`config.mk`:
```
export PLATFORM = sky130hd
export DESIGN_NAME = tmr_timer
export DESIGN_NICKNAME = d
export VERILOG_FILES = /design/src/hdl/tmr_pkg.sv /design/src/hdl/tmr_edge.sv /design/src/hdl/tmr_presc.sv /design/src/hdl/tmr_timer.sv
export SDC_FILE = /design/constraint.sdc
export NUM_CORES = 1
export LEC_CHECK = 0
export ABC_CLOCK_PERIOD_IN_PS = 6750
export BUFFER_PORTS_ARGS = -buffer_cell sky130_fd_sc_hd__buf_2
export CORE_MARGIN = 1
export CORE_UTILIZATION = 62
export CTS_CLUSTER_SIZE = 20
export DETAILED_ROUTE_END_ITERATION = 10
export PLACE_DENSITY = 0.95
export SLEW_MARGIN = 20
export SYNTH_ARGS = -nofsm -noshare
export SYNTH_HDL_FRONTEND = slang
export SYNTH_HIERARCHICAL = 1
export SYNTH_SLANG_ARGS = --single-unit
```
`constraint.sdc`:
```
create_clock -name clk -period 6.75 [get_ports clk]
set_clock_uncertainty 0.05 [all_clocks]
set_input_delay 0.3375 -clock clk [delete_from_list [all_inputs] [get_ports clk]]
set_output_delay 0.3375 -clock clk [all_outputs]
set_load 0.05 [all_outputs]
```
`src/hdl/tmr_pkg.sv`:
```
// Timer module constants and types
package tmr_pkg;

  // ----------------------------------------------------------------
  // Configuration register encodings
  // ----------------------------------------------------------------
  localparam logic [2:0] CFG_32_OSP = 3'h0;   // 32-bit one-shot/periodic
  localparam logic [2:0] CFG_RTC = 3'h1;      // 32-bit real-time clock
  localparam logic [2:0] CFG_16 = 3'h4;       // Two independent halves

  // ----------------------------------------------------------------
  // Half mode field and event field encodings
  // ----------------------------------------------------------------
  localparam logic [1:0] MODE_ONESHOT = 2'h1;
  localparam logic [1:0] MODE_PERIODIC = 2'h2;
  localparam logic [1:0] MODE_CAPTURE = 2'h3;
  localparam logic [1:0] EVT_RISE = 2'h0;
  localparam logic [1:0] EVT_FALL = 2'h1;
  localparam logic [1:0] EVT_BOTH = 2'h3;

  // ----------------------------------------------------------------
  // Counter values
  // ----------------------------------------------------------------
  localparam logic [15:0] CNT_RESET = 16'hffff;  // Counter and capture at reset
  localparam logic [15:0] CNT_ZERO = 16'h0000;
  localparam logic [15:0] CNT_ONE = 16'h0001;
  localparam logic [7:0] PRESC_RESET = 8'h00;
  localparam logic [31:0] RTC_PRESET = 32'h00000001; // First RTC selection
  localparam logic [31:0] RTC_WRAP = 32'h00000000;   // Value after a match
  localparam logic [31:0] RTC_ONE = 32'h00000001;

  // ----------------------------------------------------------------
  // RTC divider: edges per 1 Hz tick
  // ----------------------------------------------------------------
  localparam int RTC_IN_HZ = 32768;
  localparam int RTC_TICK_HZ = 1;
  localparam int RTC_DIV_EDGES = RTC_IN_HZ / RTC_TICK_HZ;
  localparam logic [14:0] RTC_DIV_LAST = 15'(RTC_DIV_EDGES - 1);
  localparam logic [14:0] RTC_DIV_ZERO = 15'h0000;
  localparam logic [14:0] RTC_DIV_ONE = 15'h0001;

  // ----------------------------------------------------------------
  // Flag bit layout shared by raw, mask, clear
  // ----------------------------------------------------------------
  localparam int FLG_W = 7;
  localparam int FLG_TO = 0;   // Time-out + half
  localparam int FLG_CM = 2;   // Capture match + half
  localparam int FLG_CE = 4;   // Capture event + half
  localparam int FLG_RTC = 6;  // RTC match

  // ----------------------------------------------------------------
  // Decoded half mode, one-hot
  // ----------------------------------------------------------------
  typedef enum logic [4:0] {
    HM_IDLE = 5'b00001,
    HM_OSP = 5'b00010,
    HM_PWM = 5'b00100,
    HM_ECNT = 5'b01000,
    HM_ETIM = 5'b10000
  } tmr_hmode_type;

  // State of one 16-bit half
  typedef struct packed {
    logic [15:0] cnt;   // Live counter
    logic [15:0] capt;  // Captured count in edge time mode
    logic en;           // Half enable
    logic to_raw;       // Raw time-out flag
    logic cm_raw;       // Raw capture match flag
    logic ce_raw;       // Raw capture event flag
    logic pwm;          // PWM level before inversion
  } tmr_half_type;

endpackage

```
`src/hdl/tmr_edge.sv`:
```
// Pin synchroniser and edge detector with event selection
`timescale 1ns/1ps
`default_nettype none
module tmr_edge (
  input wire logic clk,
  input wire logic rst,
  input wire logic clk_en,
  input wire logic pin_in,
  input wire logic [1:0] evt_sel,
  output logic rise,
  output logic evt
);
  import tmr_pkg::*;

  // ----------------------------------------------------------------
  // State
  // ----------------------------------------------------------------
  typedef struct packed {
    logic s1;    // First sync stage, read only by s2
    logic s2;    // Second sync stage
    logic prev;  // Previous synchronised level
  } tmr_edge_type;

  tmr_edge_type st_ff;
  tmr_edge_type nxt_st;
  logic fall;

  // Shift the pin through the stages
  always_comb begin
    nxt_st = st_ff;
    nxt_st.s1 = pin_in;
    nxt_st.s2 = st_ff.s1;
    nxt_st.prev = st_ff.s2;
  end

  // Register, frozen while clk_en low
  always_ff @(posedge clk) begin
    if (rst) begin
      st_ff <= '0;
    end else if (clk_en) begin
      st_ff <= nxt_st;
    end
  end

  // Edges seen only after two stages; slow pins are assumed
  assign rise = st_ff.s2 & ~st_ff.prev;
  assign fall = ~st_ff.s2 & st_ff.prev;

  // Event selection
  always_comb begin
    case (evt_sel)
      EVT_RISE: evt = rise;
      EVT_FALL: evt = fall;
      EVT_BOTH: evt = rise | fall;
      default: evt = 1'b0;  // Reserved: no events
    endcase
  end

endmodule // tmr_edge
`default_nettype wire

```
`src/hdl/tmr_presc.sv`:
```
// Eight-bit prescaler that paces a half's down-counter
`timescale 1ns/1ps
`default_nettype none
module tmr_presc #(
  parameter int PW = 8  // Prescale width
) (
  input wire logic clk,
  input wire logic rst,
  input wire logic clk_en,
  input wire logic run,
  input wire logic restart,
  input wire logic [PW-1:0] presc_val,
  output logic tick
);
  import tmr_pkg::*;

  typedef struct packed {
    logic [PW-1:0] cnt;  // Clocks on current count
  } tmr_presc_type;

  tmr_presc_type st_ff;
  tmr_presc_type nxt_st;

  assign tick = run && (st_ff.cnt == presc_val);

  // Restart on reload or stop, wrap on tick
  always_comb begin
    nxt_st = st_ff;
    if (restart || !run || tick) begin
      nxt_st.cnt = '0;
    end else begin
      nxt_st.cnt = st_ff.cnt + PW'(1);
    end
  end

  // Register
  always_ff @(posedge clk) begin
    if (rst) begin
      st_ff <= '0;
    end else if (clk_en) begin
      st_ff <= nxt_st;
    end
  end

endmodule // tmr_presc
`default_nettype wire

```
`src/hdl/tmr_timer.sv`:
```
// Timer module: 32-bit RTC mode and the 16-bit modes of both halves
`timescale 1ns/1ps
`default_nettype none

module tmr_timer #(
  parameter int NH = 2  // Number of halves
) (
  input wire logic clk,
  input wire logic rst,
  input wire logic clk_en,
  input wire logic [2:0] configuration_register,
  input wire logic [NH-1:0][1:0] half_mode_field,
  input wire logic [NH-1:0] capture_mode_bit,
  input wire logic [NH-1:0] alternate_mode_bit,
  input wire logic [NH-1:0][1:0] half_event_select,
  input wire logic [NH-1:0] pwm_output_level_bit,
  input wire logic [NH-1:0] half_debug_stall,
  input wire logic rtc_stall_override_enable,
  input wire logic debug_halt,
  input wire logic [NH-1:0][15:0] half_interval_load,
  input wire logic [NH-1:0] interval_load_write,
  input wire logic [NH-1:0][7:0] half_prescale_register,
  input wire logic [NH-1:0][15:0] half_match_register,
  input wire logic [NH-1:0] enable_write,
  input wire logic [NH-1:0] enable_write_data,
  input wire logic [tmr_pkg::FLG_W-1:0] interrupt_mask_register,
  input wire logic [tmr_pkg::FLG_W-1:0] flag_clear_register,
  input wire logic [NH-1:0] capture_pwm_pin_in,
  output logic [NH-1:0] capture_pwm_pin_out,
  output logic [NH-1:0] capture_pwm_pin_oe,
  output logic [NH-1:0] half_enable,
  output logic [NH-1:0][15:0] half_count_value_register,
  output logic [tmr_pkg::FLG_W-1:0] raw_flag_register,
  output logic [tmr_pkg::FLG_W-1:0] masked_flag_register,
  output logic timer_irq
);
  import tmr_pkg::*;

  // ----------------------------------------------------------------
  // State of the whole module
  // ----------------------------------------------------------------
  typedef struct packed {
    tmr_half_type [NH-1:0] half;  // Both 16-bit halves
    logic [31:0] rtc_cnt;         // Joined RTC counter
    logic [14:0] rtc_div;         // Edges towards one second
    logic rtc_seen;               // RTC mode selected at least once
    logic rtc_raw;                // Raw RTC match flag
  } tmr_state_type;

  tmr_state_type st_ff;
  tmr_state_type nxt_st;

  // ----------------------------------------------------------------
  // Per-half, configuration and RTC helpers
  // ----------------------------------------------------------------
  tmr_hmode_type hmode [NH];   // Decoded mode per half
  logic [NH-1:0] half_active;  // Enabled, in 16-bit config and not stalled
  logic [NH-1:0] presc_tick;   // Prescaler pace
  logic [NH-1:0] pin_rise;     // Synchronised rising edge
  logic [NH-1:0] pin_evt;      // Selected capture event
  logic rtc_mode;              // Config selects the RTC
  logic half_mode;             // Config selects 16-bit halves
  logic rtc_run;               // RTC allowed to advance
  logic rtc_tick;              // One-second tick into the RTC
  logic [31:0] rtc_match;      // Joined match value

  // Mode decode per half
  function automatic tmr_hmode_type tmr_decode(
    input logic [1:0] mode,
    input logic cmr,
    input logic ams
  );
    tmr_hmode_type res;
    res = HM_IDLE;
    if (ams && !cmr && (mode == MODE_PERIODIC)) begin
      res = HM_PWM;
    end else if (!ams && ((mode == MODE_ONESHOT) || (mode == MODE_PERIODIC))) begin
      res = HM_OSP;
    end else if (!ams && (mode == MODE_CAPTURE)) begin
      res = cmr ? HM_ETIM : HM_ECNT;
    end
    return res;
  endfunction

  // ----------------------------------------------------------------
  // Configuration decode
  // ----------------------------------------------------------------
  // value one selects the RTC
  assign rtc_mode = (configuration_register == CFG_RTC);
  assign half_mode = (configuration_register == CFG_16);

  assign rtc_run = rtc_stall_override_enable || !(debug_halt && (|half_debug_stall));

  // Match value of the joined counter
  assign rtc_match = {half_match_register[1], half_match_register[0]};

  // ----------------------------------------------------------------
  // Per-half instances
  // ----------------------------------------------------------------
  genvar gi;
  generate
    for (gi = 0; gi < NH; gi++) begin : g_half
      // Mode of this half
      assign hmode[gi] = tmr_decode(half_mode_field[gi], capture_mode_bit[gi],
                                    alternate_mode_bit[gi]);

      assign half_active[gi] = st_ff.half[gi].en && half_mode &&
                               !(half_debug_stall[gi] && debug_halt);

      tmr_presc #(
        .PW(8)
      ) u_presc (
        .clk(clk),
        .rst(rst),
        .clk_en(clk_en),
        .run(half_active[gi] && (hmode[gi] == HM_OSP)),
        .restart(interval_load_write[gi]),
        .presc_val(half_prescale_register[gi]),
        .tick(presc_tick[gi])
      );

      // relies on pins slower than a quarter clock
      tmr_edge u_edge (
        .clk(clk),
        .rst(rst),
        .clk_en(clk_en),
        .pin_in(capture_pwm_pin_in[gi]),
        .evt_sel(half_event_select[gi]),
        .rise(pin_rise[gi]),
        .evt(pin_evt[gi])
      );

      assign capture_pwm_pin_out[gi] = st_ff.half[gi].pwm ^ pwm_output_level_bit[gi];
      // Drive pin only in PWM mode
      assign capture_pwm_pin_oe[gi] = half_mode && (hmode[gi] == HM_PWM);
      assign half_enable[gi] = st_ff.half[gi].en;
    end
  endgenerate

  // one tick per 32768 even-pin rising edges
  assign rtc_tick = pin_rise[0] && (st_ff.rtc_div == RTC_DIV_LAST);

  // ----------------------------------------------------------------
  // Next-state logic
  // ----------------------------------------------------------------
  always_comb begin
    nxt_st = st_ff;

    // Clears first, so a set in the same cycle wins
    nxt_st.rtc_raw = st_ff.rtc_raw & ~flag_clear_register[FLG_RTC];
    for (int i = 0; i < NH; i++) begin
      nxt_st.half[i].to_raw = st_ff.half[i].to_raw & ~flag_clear_register[FLG_TO + i];
      nxt_st.half[i].cm_raw = st_ff.half[i].cm_raw & ~flag_clear_register[FLG_CM + i];
      nxt_st.half[i].ce_raw = st_ff.half[i].ce_raw & ~flag_clear_register[FLG_CE + i];
      // Software enable write; hardware clears below win
      if (enable_write[i]) begin
        nxt_st.half[i].en = enable_write_data[i];
      end
    end

    // 16-bit halves
    for (int i = 0; i < NH; i++) begin
      case (hmode[i])
        HM_OSP: begin
          if (half_mode && interval_load_write[i]) begin
            nxt_st.half[i].cnt = half_interval_load[i];
          end else if (half_active[i] && presc_tick[i]) begin
            if (st_ff.half[i].cnt == CNT_ZERO) begin
              nxt_st.half[i].cnt = half_interval_load[i];
              if (half_mode_field[i] == MODE_ONESHOT) begin
                nxt_st.half[i].en = 1'b0;
              end
              nxt_st.half[i].to_raw = 1'b1;
            end else begin
              nxt_st.half[i].cnt = st_ff.half[i].cnt - CNT_ONE;
            end
          end
        end
        HM_PWM: begin
          if (half_mode && interval_load_write[i]) begin
            // Period change takes effect next cycle
            nxt_st.half[i].cnt = half_interval_load[i];
          end else if (half_active[i]) begin
            // count down, reload after zero, no flags
            if (st_ff.half[i].cnt == CNT_ZERO) begin
              nxt_st.half[i].cnt = half_interval_load[i];
            end else begin
              nxt_st.half[i].cnt = st_ff.half[i].cnt - CNT_ONE;
            end
          end
          // set at start state, clear at match
          if (st_ff.half[i].cnt == half_interval_load[i]) begin
            nxt_st.half[i].pwm = 1'b1;
          end else if (st_ff.half[i].cnt == half_match_register[i]) begin
            nxt_st.half[i].pwm = 1'b0;
          end
        end
        HM_ECNT: begin
          if (half_mode && interval_load_write[i]) begin
            nxt_st.half[i].cnt = half_interval_load[i];
          end else if (half_active[i] && pin_evt[i]) begin
            // one step per event until match
            if ((st_ff.half[i].cnt - CNT_ONE) == half_match_register[i]) begin
              nxt_st.half[i].cm_raw = 1'b1;
              nxt_st.half[i].cnt = half_interval_load[i];
              nxt_st.half[i].en = 1'b0;
            end else begin
              nxt_st.half[i].cnt = st_ff.half[i].cnt - CNT_ONE;
            end
          end
        end
        HM_ETIM: begin
          if (half_mode && interval_load_write[i]) begin
            nxt_st.half[i].cnt = half_interval_load[i];
          end else if (half_active[i]) begin
            if (st_ff.half[i].cnt == CNT_ZERO) begin
              nxt_st.half[i].cnt = half_interval_load[i];
            end else begin
              nxt_st.half[i].cnt = st_ff.half[i].cnt - CNT_ONE;
            end
          end
          if (half_active[i] && pin_evt[i]) begin
            // capture count and flag the event
            nxt_st.half[i].capt = st_ff.half[i].cnt;
            nxt_st.half[i].ce_raw = 1'b1;
          end
        end
        default: begin
          // Idle code: nothing moves
        end
      endcase
    end

    // Real-time clock on the joined counter
    if (rtc_mode && !st_ff.rtc_seen) begin
      nxt_st.rtc_cnt = RTC_PRESET;
      nxt_st.rtc_seen = 1'b1;
      nxt_st.rtc_div = RTC_DIV_ZERO;
    end else if (rtc_mode && st_ff.half[0].en) begin
      if (rtc_run && pin_rise[0]) begin
        // divide the slow clock to 1 Hz
        if (rtc_tick) begin
          nxt_st.rtc_div = RTC_DIV_ZERO;
        end else begin
          nxt_st.rtc_div = st_ff.rtc_div + RTC_DIV_ONE;
        end
      end
      if (rtc_run && rtc_tick) begin
        if (st_ff.rtc_cnt == rtc_match) begin
          nxt_st.rtc_cnt = RTC_WRAP;
          nxt_st.rtc_raw = 1'b1;
        end else begin
          nxt_st.rtc_cnt = st_ff.rtc_cnt + RTC_ONE;
        end
      end
    end else begin
      // Divider restarts while RTC deselected or half 0 disabled
      nxt_st.rtc_div = RTC_DIV_ZERO;
    end
  end

  // ----------------------------------------------------------------
  // State register
  // ----------------------------------------------------------------
  // Sync reset; clock enable freezes all
  always_ff @(posedge clk) begin
    if (rst) begin
      st_ff <= '0;
      for (int i = 0; i < NH; i++) begin
        st_ff.half[i].cnt <= CNT_RESET;
        st_ff.half[i].capt <= CNT_RESET;
      end
    end else if (clk_en) begin
      st_ff <= nxt_st;
    end
  end

  // ----------------------------------------------------------------
  // Outputs
  // ----------------------------------------------------------------
  // Readable count: RTC, capture or live
  always_comb begin
    for (int i = 0; i < NH; i++) begin
      if (hmode[i] == HM_ETIM) begin
        half_count_value_register[i] = st_ff.half[i].capt;
      end else begin
        half_count_value_register[i] = st_ff.half[i].cnt;
      end
    end
    if (rtc_mode) begin
      half_count_value_register[0] = st_ff.rtc_cnt[15:0];
      half_count_value_register[1] = st_ff.rtc_cnt[31:16];
    end
  end

  // Raw flag vector
  always_comb begin
    raw_flag_register = '0;
    for (int i = 0; i < NH; i++) begin
      raw_flag_register[FLG_TO + i] = st_ff.half[i].to_raw;
      raw_flag_register[FLG_CM + i] = st_ff.half[i].cm_raw;
      raw_flag_register[FLG_CE + i] = st_ff.half[i].ce_raw;
    end
    raw_flag_register[FLG_RTC] = st_ff.rtc_raw;
  end

  // masked flags and one interrupt line
  assign masked_flag_register = raw_flag_register & interrupt_mask_register;
  assign timer_irq = |masked_flag_register;

endmodule // tmr_timer
`default_nettype wire

```
== Yosys cells after proc, flatten, opt, wreduce, memory -nomap -nowiden ==
Index checks and enable logic that the tools add are counted.
Word-level totals
  bits in read-only memories: 0
  word-level logic and storage cells: 248
  output and inout bits: 53
  bits of input ports: 126
  bits in latches: 0
  register bits: 145
  memory bits (writable): 0
  memories kept: 0
Cells by class
  reduce and logical (&&, ||, !) cells: 72
  multipliers: 0
  div/mod/pow operators: 0
  add/sub/neg operators: 6
  shift operators: 0
  eq/ne operators: 37
  mux-type cells: 80
  magnitude comparators: 0
  bitwise operators: 27
Operator list (count)
  $mux 16: 18
  $mux 32: 4
  $eq 16x16->1: 6
  $pmux 16 s3: 2
  $mux 47: 1
  $mux 15: 3
  $mux 5: 8
  $add 32x1->32 const B: 1
  $eq 32x32->1: 1
  $logic_and 1x1->1: 32
  $logic_not 16->1: 2
  $mux 1: 32
  $sub 16x1->16 const B: 2
  $add 8x1->8 const B: 2
  $eq 8x8->1: 2
  $mux 8: 2
  $add 15x1->15 const B: 1
  $eq 15x15->1 const B: 1
  $reduce_and 3->1: 5
  $eq 2x2->1 const B: 6
  $mux 2: 6
  $ne 3x1->1 const B: 4
  $and 1x1->1: 11
  $not 1->1: 11
  other kinds (23): 59

== Logic depth before layout (Yosys ltp) ==
Gate-level depths: netlist of the first run.
  depth in word-level cells: 12
  gate-level depth with buffers: 13
  mapped depth without buffers: 11

== By module ==
Netlist of the first run, hierarchy kept.
Modules (own cells, without submodules)
  tmr_timer: times used 1, cells each 1188, sequential area each 2462.4 um2, area an instance 9221.3 um2
  tmr_presc: times used 2, cells each 56, sequential area each 160.2 um2, area an instance 499.2 um2
  tmr_edge: times used 2, cells each 16, sequential area each 60.1 um2, area an instance 153.9 um2

== Least setup slack after synthesis of the first run ==
OpenSTA, ideal clock, no wires.
  kind: input to output
  from: input half_mode_field[2] (netlist name)
  to: output half_count_value_register[21] (netlist name)
  arrival time: 2.863 ns
  data required time: 6.363 ns
  buffers on the path: 2
  stages on the path: 7
  setup slack: 3.500 ns
  cell sequence: inv_1 ha_1 nand4b_1 clkbuf_1 clkbuf_1 mux2i_1 o21ai_0
RTL lines
  from (decl): line tmr_timer.sv:12  | input wire logic [NH-1:0][1:0] half_mode_field,
  to (decl): line tmr_timer.sv:32  | output logic [NH-1:0][15:0] half_count_value_register,

==> run metrics, run 1 <==
cell accounting for the most synthesized area dfxtp_1; layout cell share with drive strength beyond 1 0.185; sequential fraction of the synthesis area 0.276; cell with the most instances after synthesis dfxtp_1; Synth Register Bits 145; pwr/cell area 191 nW/um^2; register area 2900 sq um; fin crit period 4.53 ns; Slew headroom 0.375; endpoints failing hold 0; Syn. warnings 6; critical path fanouts, max 20; Sw Pwr a little over 700 uW; grt ovf 0; CTS tree built; nets approximately 1600; pin count of the biggest net entering global routing just over 90; Clock power frac 0.401; Fin Setup TNS 0 ns; clock latency on the worst-skew pair 0.43 ns; Port Buffers 178; Post-synth EDFFs 0; die height 132 microns; Post-synth ARST share 0; RSZ-0062 raised after global routing no; Die Wd 132 microns; Via-to-Cell Ratio 6.47; non-filler instance count after layout 1660; Fillers 1317; Reg clk slew, reported paths 0.06 ns; final core occ 0.715; Post-synth top cells dfxtp_1, nand2_1, nor2_1; status finished, final reports clean; Synth Net Count between 1000 and 1500; Comb pwr share 0.182; Top FF cell, synth dfxtp_1; Final Setup Violations 0; DR DRC count 0; first-pass GRT wire length 49500 microns; Mapped Cells roughly 1300; dominant cells by area after synthesis dfxtp_1, xnor2_1, xor2_1, nand2_1, mux2i_1; Routed Antenna Nets 0; pre-CTS WS 2.18 ns; HP Class in -> reg; Root Driver clkbuf_16; Final Max Tran Viols 0; Initial Util 0.635; Crit path required time a little under 7 ns; area of the multi-input gates slightly above 7000 sq um; Site Rows 47; router iterations before antenna repair 6; Total Wirelength 30900 microns; Switching Fraction 0.313; vias 10700; final period utilization 0.670; core area 16600 sq um; slowest stage delay, CP 0.78 ns; Sink Count between 100 and 150; worst setup path category reg -> reg; Worst IR Drop VDD 0.203 mV; Post-DP Area 11300 sq um; Worst Path Arrival 4.73 ns; cts bufs inserted 17; Worst path slowest cell and3_1; crit start category flop; P&R area growth vs syn 12.6%; final instance area about 12000 sq um; Int Pwr 1560 uW; Die ar. 17500 sq um; clock buffer depth 2; Max Clock Freq 221 MHz; post-CTS sizing 0; Max Cap Viol 0; post-DR wirelength/cell ~19 microns; detailed placement HPWL 22600 microns; Mapped Area 10500 sq um; DR iter-0 viols 1400; hold_buf cts 0; final setup margin 2.22 ns; Setup crit end kind flop; Yosys top cell area share 0.276; Cell Chain, Critical Path inv_1 -> ha_1 -> or4b_1 -> or3_1 -> nor3_1 -> and3_1 -> clkinv_1 -> nand2_1 -> a221oi_1; static leakage about 0.0043 uW; n_diodes 0; I/O Pins around 180; Slew @ Worst Pin 0.935 ns; total track usage 0.352; Yosys cell types 77; Inst Count DP 1628; routability cong. 0.968; Seq pwr share 0.417; syn avg cell area slightly below 8 sq um; Post-CTS Setup Repair Bufs 0; htree depth 4; vias in the first global route 9513; initial antenna violation count 0
-- area by class of cell --
cell class / instances / share of cell area
Sequential cell: 145 / 0.245
Inverter: 25 / 0.00792
Multi-Input combinational cell: 1050 / 0.595
Tap cell: 220 / 0.0232
Clock buffer: 22 / 0.0400
Timing Repair Buffer: 188 / 0.0817
Clock inverter: 10 / 0.00718
-- routing by layer --
| metal | part of all wire | track usage |
|---|---|---|
| met5 | 0 | 0 |
| met4 | 0.030 | 0.127 |
| met3 | 0.095 | 0.0604 |
| met2 | 0.45 | 0.546 |
| met1 | 0.42 | 0.491 |
-- registers in the layout, indices dropped and copies added, names as in the netlist --
name	cells
half_enable	2
g_half.u_presc/st_ff	16
raw_flag_register	7
st_ff	114
g_half.u_edge/st_ff	2
g_half.u_edge/nxt_st	4
-- final timing paths --
kind / slack, ns / cells after the start / start / end
worst min register to register: 0.42 / 2 / st_ff[16]$_SDFFE_PP0P_ / st_ff[16]$_SDFFE_PP0P_
worst min-delay path: 0.10 / 3 / capture_pwm_pin_in[0] / g_half[0].u_edge/nxt_st[1]$_SDFFE_PP0P_
worst max register to register: 2.22 / 9 / st_ff[70]$_SDFFE_PP1P_ / st_ff[82]$_SDFFE_PP1P_
worst max-delay path: 2.22 / 9 / st_ff[70]$_SDFFE_PP1P_ / st_ff[82]$_SDFFE_PP1P_
-- critical path: cells and delay by family, from the launching register on --
family / cells / cell delay [ns]
compound gates: 1 / 0.17
fa+ha+maj: 1 / 0.27
buf+inv: 2 / 0.66
flops: 1 / 0.41
simple gates: 5 / 2.79
-- power by group through the flow --
stage	clock (uW)	combinational (uW)	sequential [uW]
final	908	413	943
after detailed placement	0	404	957
after global routing	943	440	945
after floorplan	0	321	902
after global placement	0	399	955
after CTS	907	407	938
-- cell families after synthesis --
kind of cell | count (synthesis) | share of synthesized area
buf+inv | 137 | 0.0575
xor+xnor | 173 | 0.148
mux | 43 | 0.0409
fa+ha+maj | 17 | 0.0200
compound gates | 231 | 0.159
simple gates | 586 | 0.299
flops | 145 | 0.276
-- per-stage QoR --
step	hold slack [ns]	power, uW
floorplan	0.357	1220
global placement	0.401	1350
detailed placement	0.406	1360
CTS	0.0965	2250
global route	0.122	2330
finish	0.101	2260
-- layout by cell type, fill, tap and decap left out, types with 7 or more instances in the layout --
| master | synthesis | final |
|---|---|---|
| mux2i_1 | 43 | 43 |
| a211oi_1 | 12 | 12 |
| and2_1 | 13 | 13 |
| ha_1 | 16 | 16 |
| nand3b_1 | 9 | 9 |
| o21ai_0 | 52 | 52 |
| inv_1 | 24 | 24 |
| nor4_1 | 41 | 41 |
| nand4_1 | 41 | 41 |
| a21oi_1 | 45 | 45 |
| or4_1 | 7 | 7 |
| nor3b_1 | 10 | 10 |
| xnor2_1 | 91 | 91 |
| nor2_1 | 108 | 108 |
| nor4b_1 | 10 | 10 |
| and3_1 | 14 | 14 |
| buf_4 | 11 | 11 |
| clkbuf_16 | 0 | 17 |
| nand2b_1 | 9 | 9 |
| nand2_1 | 117 | 117 |
| nand4b_1 | 12 | 12 |
| a22o_1 | 7 | 7 |
| nor3_1 | 83 | 81 |
| o31ai_1 | 9 | 8 |
| a211o_1 | 34 | 34 |
| buf_2 | 10 | 177 |
| a311oi_1 | 9 | 9 |
| or3_1 | 16 | 16 |
| dfxtp_1 | 145 | 145 |
| nand3_1 | 33 | 33 |
| xor2_1 | 76 | 76 |
| nor2b_1 | 36 | 36 |
| a31o_2 | 10 | 10 |
Note: power is estimated with default switching activity, not from simulation.
==> inputs of run 2 (changes only) <==
--- a/config.mk
+++ b/config.mk
@@ -5,13 +5,13 @@
 export SDC_FILE = /design/constraint.sdc
 export NUM_CORES = 1
 export LEC_CHECK = 0
-export ABC_CLOCK_PERIOD_IN_PS = 6750
+export ABC_CLOCK_PERIOD_IN_PS = 3900
 export BUFFER_PORTS_ARGS = -buffer_cell sky130_fd_sc_hd__buf_2
 export CORE_MARGIN = 1
-export CORE_UTILIZATION = 62
+export CORE_UTILIZATION = 52
 export CTS_CLUSTER_SIZE = 20
 export DETAILED_ROUTE_END_ITERATION = 10
-export PLACE_DENSITY = 0.95
+export PLACE_DENSITY = 0.86
 export SLEW_MARGIN = 20
 export SYNTH_ARGS = -nofsm -noshare
 export SYNTH_HDL_FRONTEND = slang
==> constraint.sdc (replaced) <==
create_clock -name clk -period 3.9 [get_ports clk]
set_clock_uncertainty 0.05 [all_clocks]
set_input_delay 0.195 -clock clk [delete_from_list [all_inputs] [get_ports clk]]
set_output_delay 0.195 -clock clk [all_outputs]
set_load 0.05 [all_outputs]
==> run metrics, run 2 (synthesis results as in run 1) <==
Crit path required time around 4.2 ns; fin crit period 3.62 ns; RSZ-0062 raised after global routing no; Fillers 1733; pwr/cell area roughly 330 nW/um^2; core area about 20000 sq um; commonest non-fill, non-tap cell in the layout buf_2; crit start category flop; Setup crit end kind flop; first-pass GRT wire length 51200 microns; detailed placement HPWL 24300 microns; htree depth 4; Sink Count 145; I/O Pins 179; non-filler instance count after layout 1732; Slew headroom 0.280; Post-CTS Setup Repair Bufs 0; worst setup path category reg -> reg; total track usage 0.316; Site Rows 51; endpoints failing hold 0; most frequent cells in the layout buf_2, dfxtp_1, nand2_1, nor2_1, xnor2_1; routability cong. around 0.96; largest reg by FF count st_ff; layout cell share with drive strength beyond 1 0.198; final period utilization 0.928; CTS tree built; post-DR wirelength/cell about 19 microns; cts bufs inserted 17; Die ar. 20800 sq um; grt ovf 0; clock latency on the worst-skew pair 0.43 ns; clock buffer depth 2; critical path fanouts, max 12; Slew @ Worst Pin 1.08 ns; Final Setup Violations 0; buffers and inverters on the worst path 2; slowest stage delay, CP 0.59 ns; max FFs per register 114; status finished, final reports clean; Via-to-Cell Ratio 6.24; Fin Setup TNS 0 ns; Total Wirelength between 30000 and 40000 microns; DR iter-0 viols 1390; die height roughly 140 microns; router iterations before antenna repair 6; nets approximately 1600; n_diodes 0; P&R area growth vs syn 15.5%; Die Wd roughly 140 microns; Cell Chain, Critical Path inv_1 -> ha_1 -> or4b_1 -> or3_1 -> a21oi_1 -> o22ai_1 -> or4_4 -> o21a_1 -> nand2_1 -> buf_4 -> a211oi_1; Root Driver clkbuf_16; Routed Antenna Nets 0; Final Max Tran Viols 0; vias 10800; DR DRC count 0; static leakage 0.00444 uW; vias in the first global route roughly 9800; Reg clk slew, reported paths 0.06 ns; Max Cap Viol 0; Inst Count DP 1696; Initial Util 0.536; Worst IR Drop VDD approximately 0.32 mV; Top delay family on crit path simple AND/OR/NAND/NOR gates; Max Clock Freq between 200 and 300 MHz; Worst path slowest cell or4b_1; Worst Path Arrival 3.87 ns; pin count of the biggest net entering global routing 78; HP Class in -> reg; initial antenna violation count 0; Port Buffers 178
run 2: changes by cell type in the layout (fill, tap and decap cells not counted), moves of 2 or more:
cell	before	now
buf_4	11	34
dlygate4sd3_1	0	4
clkinv_2	5	2
inv_6	0	3
clkinv_4	0	2
clkinvlp_4	4	2
run 2: where the power goes:
group / switching, uW / leakage (uW) / total, uW / internal (uW)
clock: 685 / 0.000284 / 1670 / 982
combinational: 512 / 0.00298 / 790 / 278
sequential: 82.8 / 0.00117 / 1600 / 1510
total: 1280 / 0.00444 / 4050 / 2770
run 2: metrics by stage:
| stage | hold slack, ns | worst slack (ns) | utilization | power (uW) | area [sq um] |
|---|---|---|---|---|---|
| floorplan | 0.214 | 0.701 | - | 2120 | 10500 |
| global placement | 0.382 | 0.454 | 0.586 | 2380 | 11500 |
| detailed placement | 0.387 | 0.332 | 0.586 | 2390 | 11500 |
| CTS | 0.0241 | 0.312 | 0.618 | 4040 | 12100 |
| global route | 0.0379 | 0.0328 | 0.619 | 4180 | 12200 |
| finish | 0.0295 | 0.281 | 0.619 | 4050 | 12200 |
run 2: routing by layer:
| metal | GRT usage | vias up | part of all wire |
|---|---|---|---|
| met4 | 0.109 | 0 | 0.027 |
| met1 | 0.425 | 5048 | 0.42 |
| li1 | - | 5031 | - |
| met5 | 0 | - | 0 |
| met2 | 0.505 | 642 | 0.45 |
| met3 | 0.0576 | 91 | 0.096 |
run 2: layout make-up:
type | count | area, sq um | share of cell area
inverter | 25 | 93.8 | 0.00772
timing repair buffer | 215 | 1180 | 0.0971
multi-input combinational | 1050 | 7060 | 0.581
sequential | 145 | 2900 | 0.239
clock buffer | 21 | 460 | 0.0379
clock inverter | 11 | 129 | 0.0106
tap | 265 | 332 | 0.0273
run 2: worst reg2reg max path, cell delays in order (launching register included):
cell and delay [ns]:
dfxtp_1 0.41, inv_1 0.12, ha_1 0.27, or4b_1 0.59, or3_1 0.38, a21oi_1 0.14
o22ai_1 0.09, or4_4 0.51, o21a_1 0.35, nand2_1 0.25, buf_4 0.23, a211oi_1 0.10
run 2: path summary, 6_finish.rpt:
check / from / end / slack, ns / cells after the start
max: st_ff[70]$_SDFFE_PP1P_ / st_ff[75]$_SDFFE_PP1P_ / 0.28 / 11
max reg2reg: st_ff[70]$_SDFFE_PP1P_ / st_ff[75]$_SDFFE_PP1P_ / 0.28 / 11
min reg2reg: st_ff[16]$_SDFFE_PP0P_ / st_ff[16]$_SDFFE_PP0P_ / 0.44 / 2
min: flag_clear_register[3] / raw_flag_register[3]$_SDFFE_PP0P_ / 0.03 / 4
run 2: what timing repair did:
item | CTS | global route
hold endpoints to repair | 4 | 0
setup endpoints to repair | 0 | 4
hold buffers | 4 | 0
resized for setup | 0 | 2
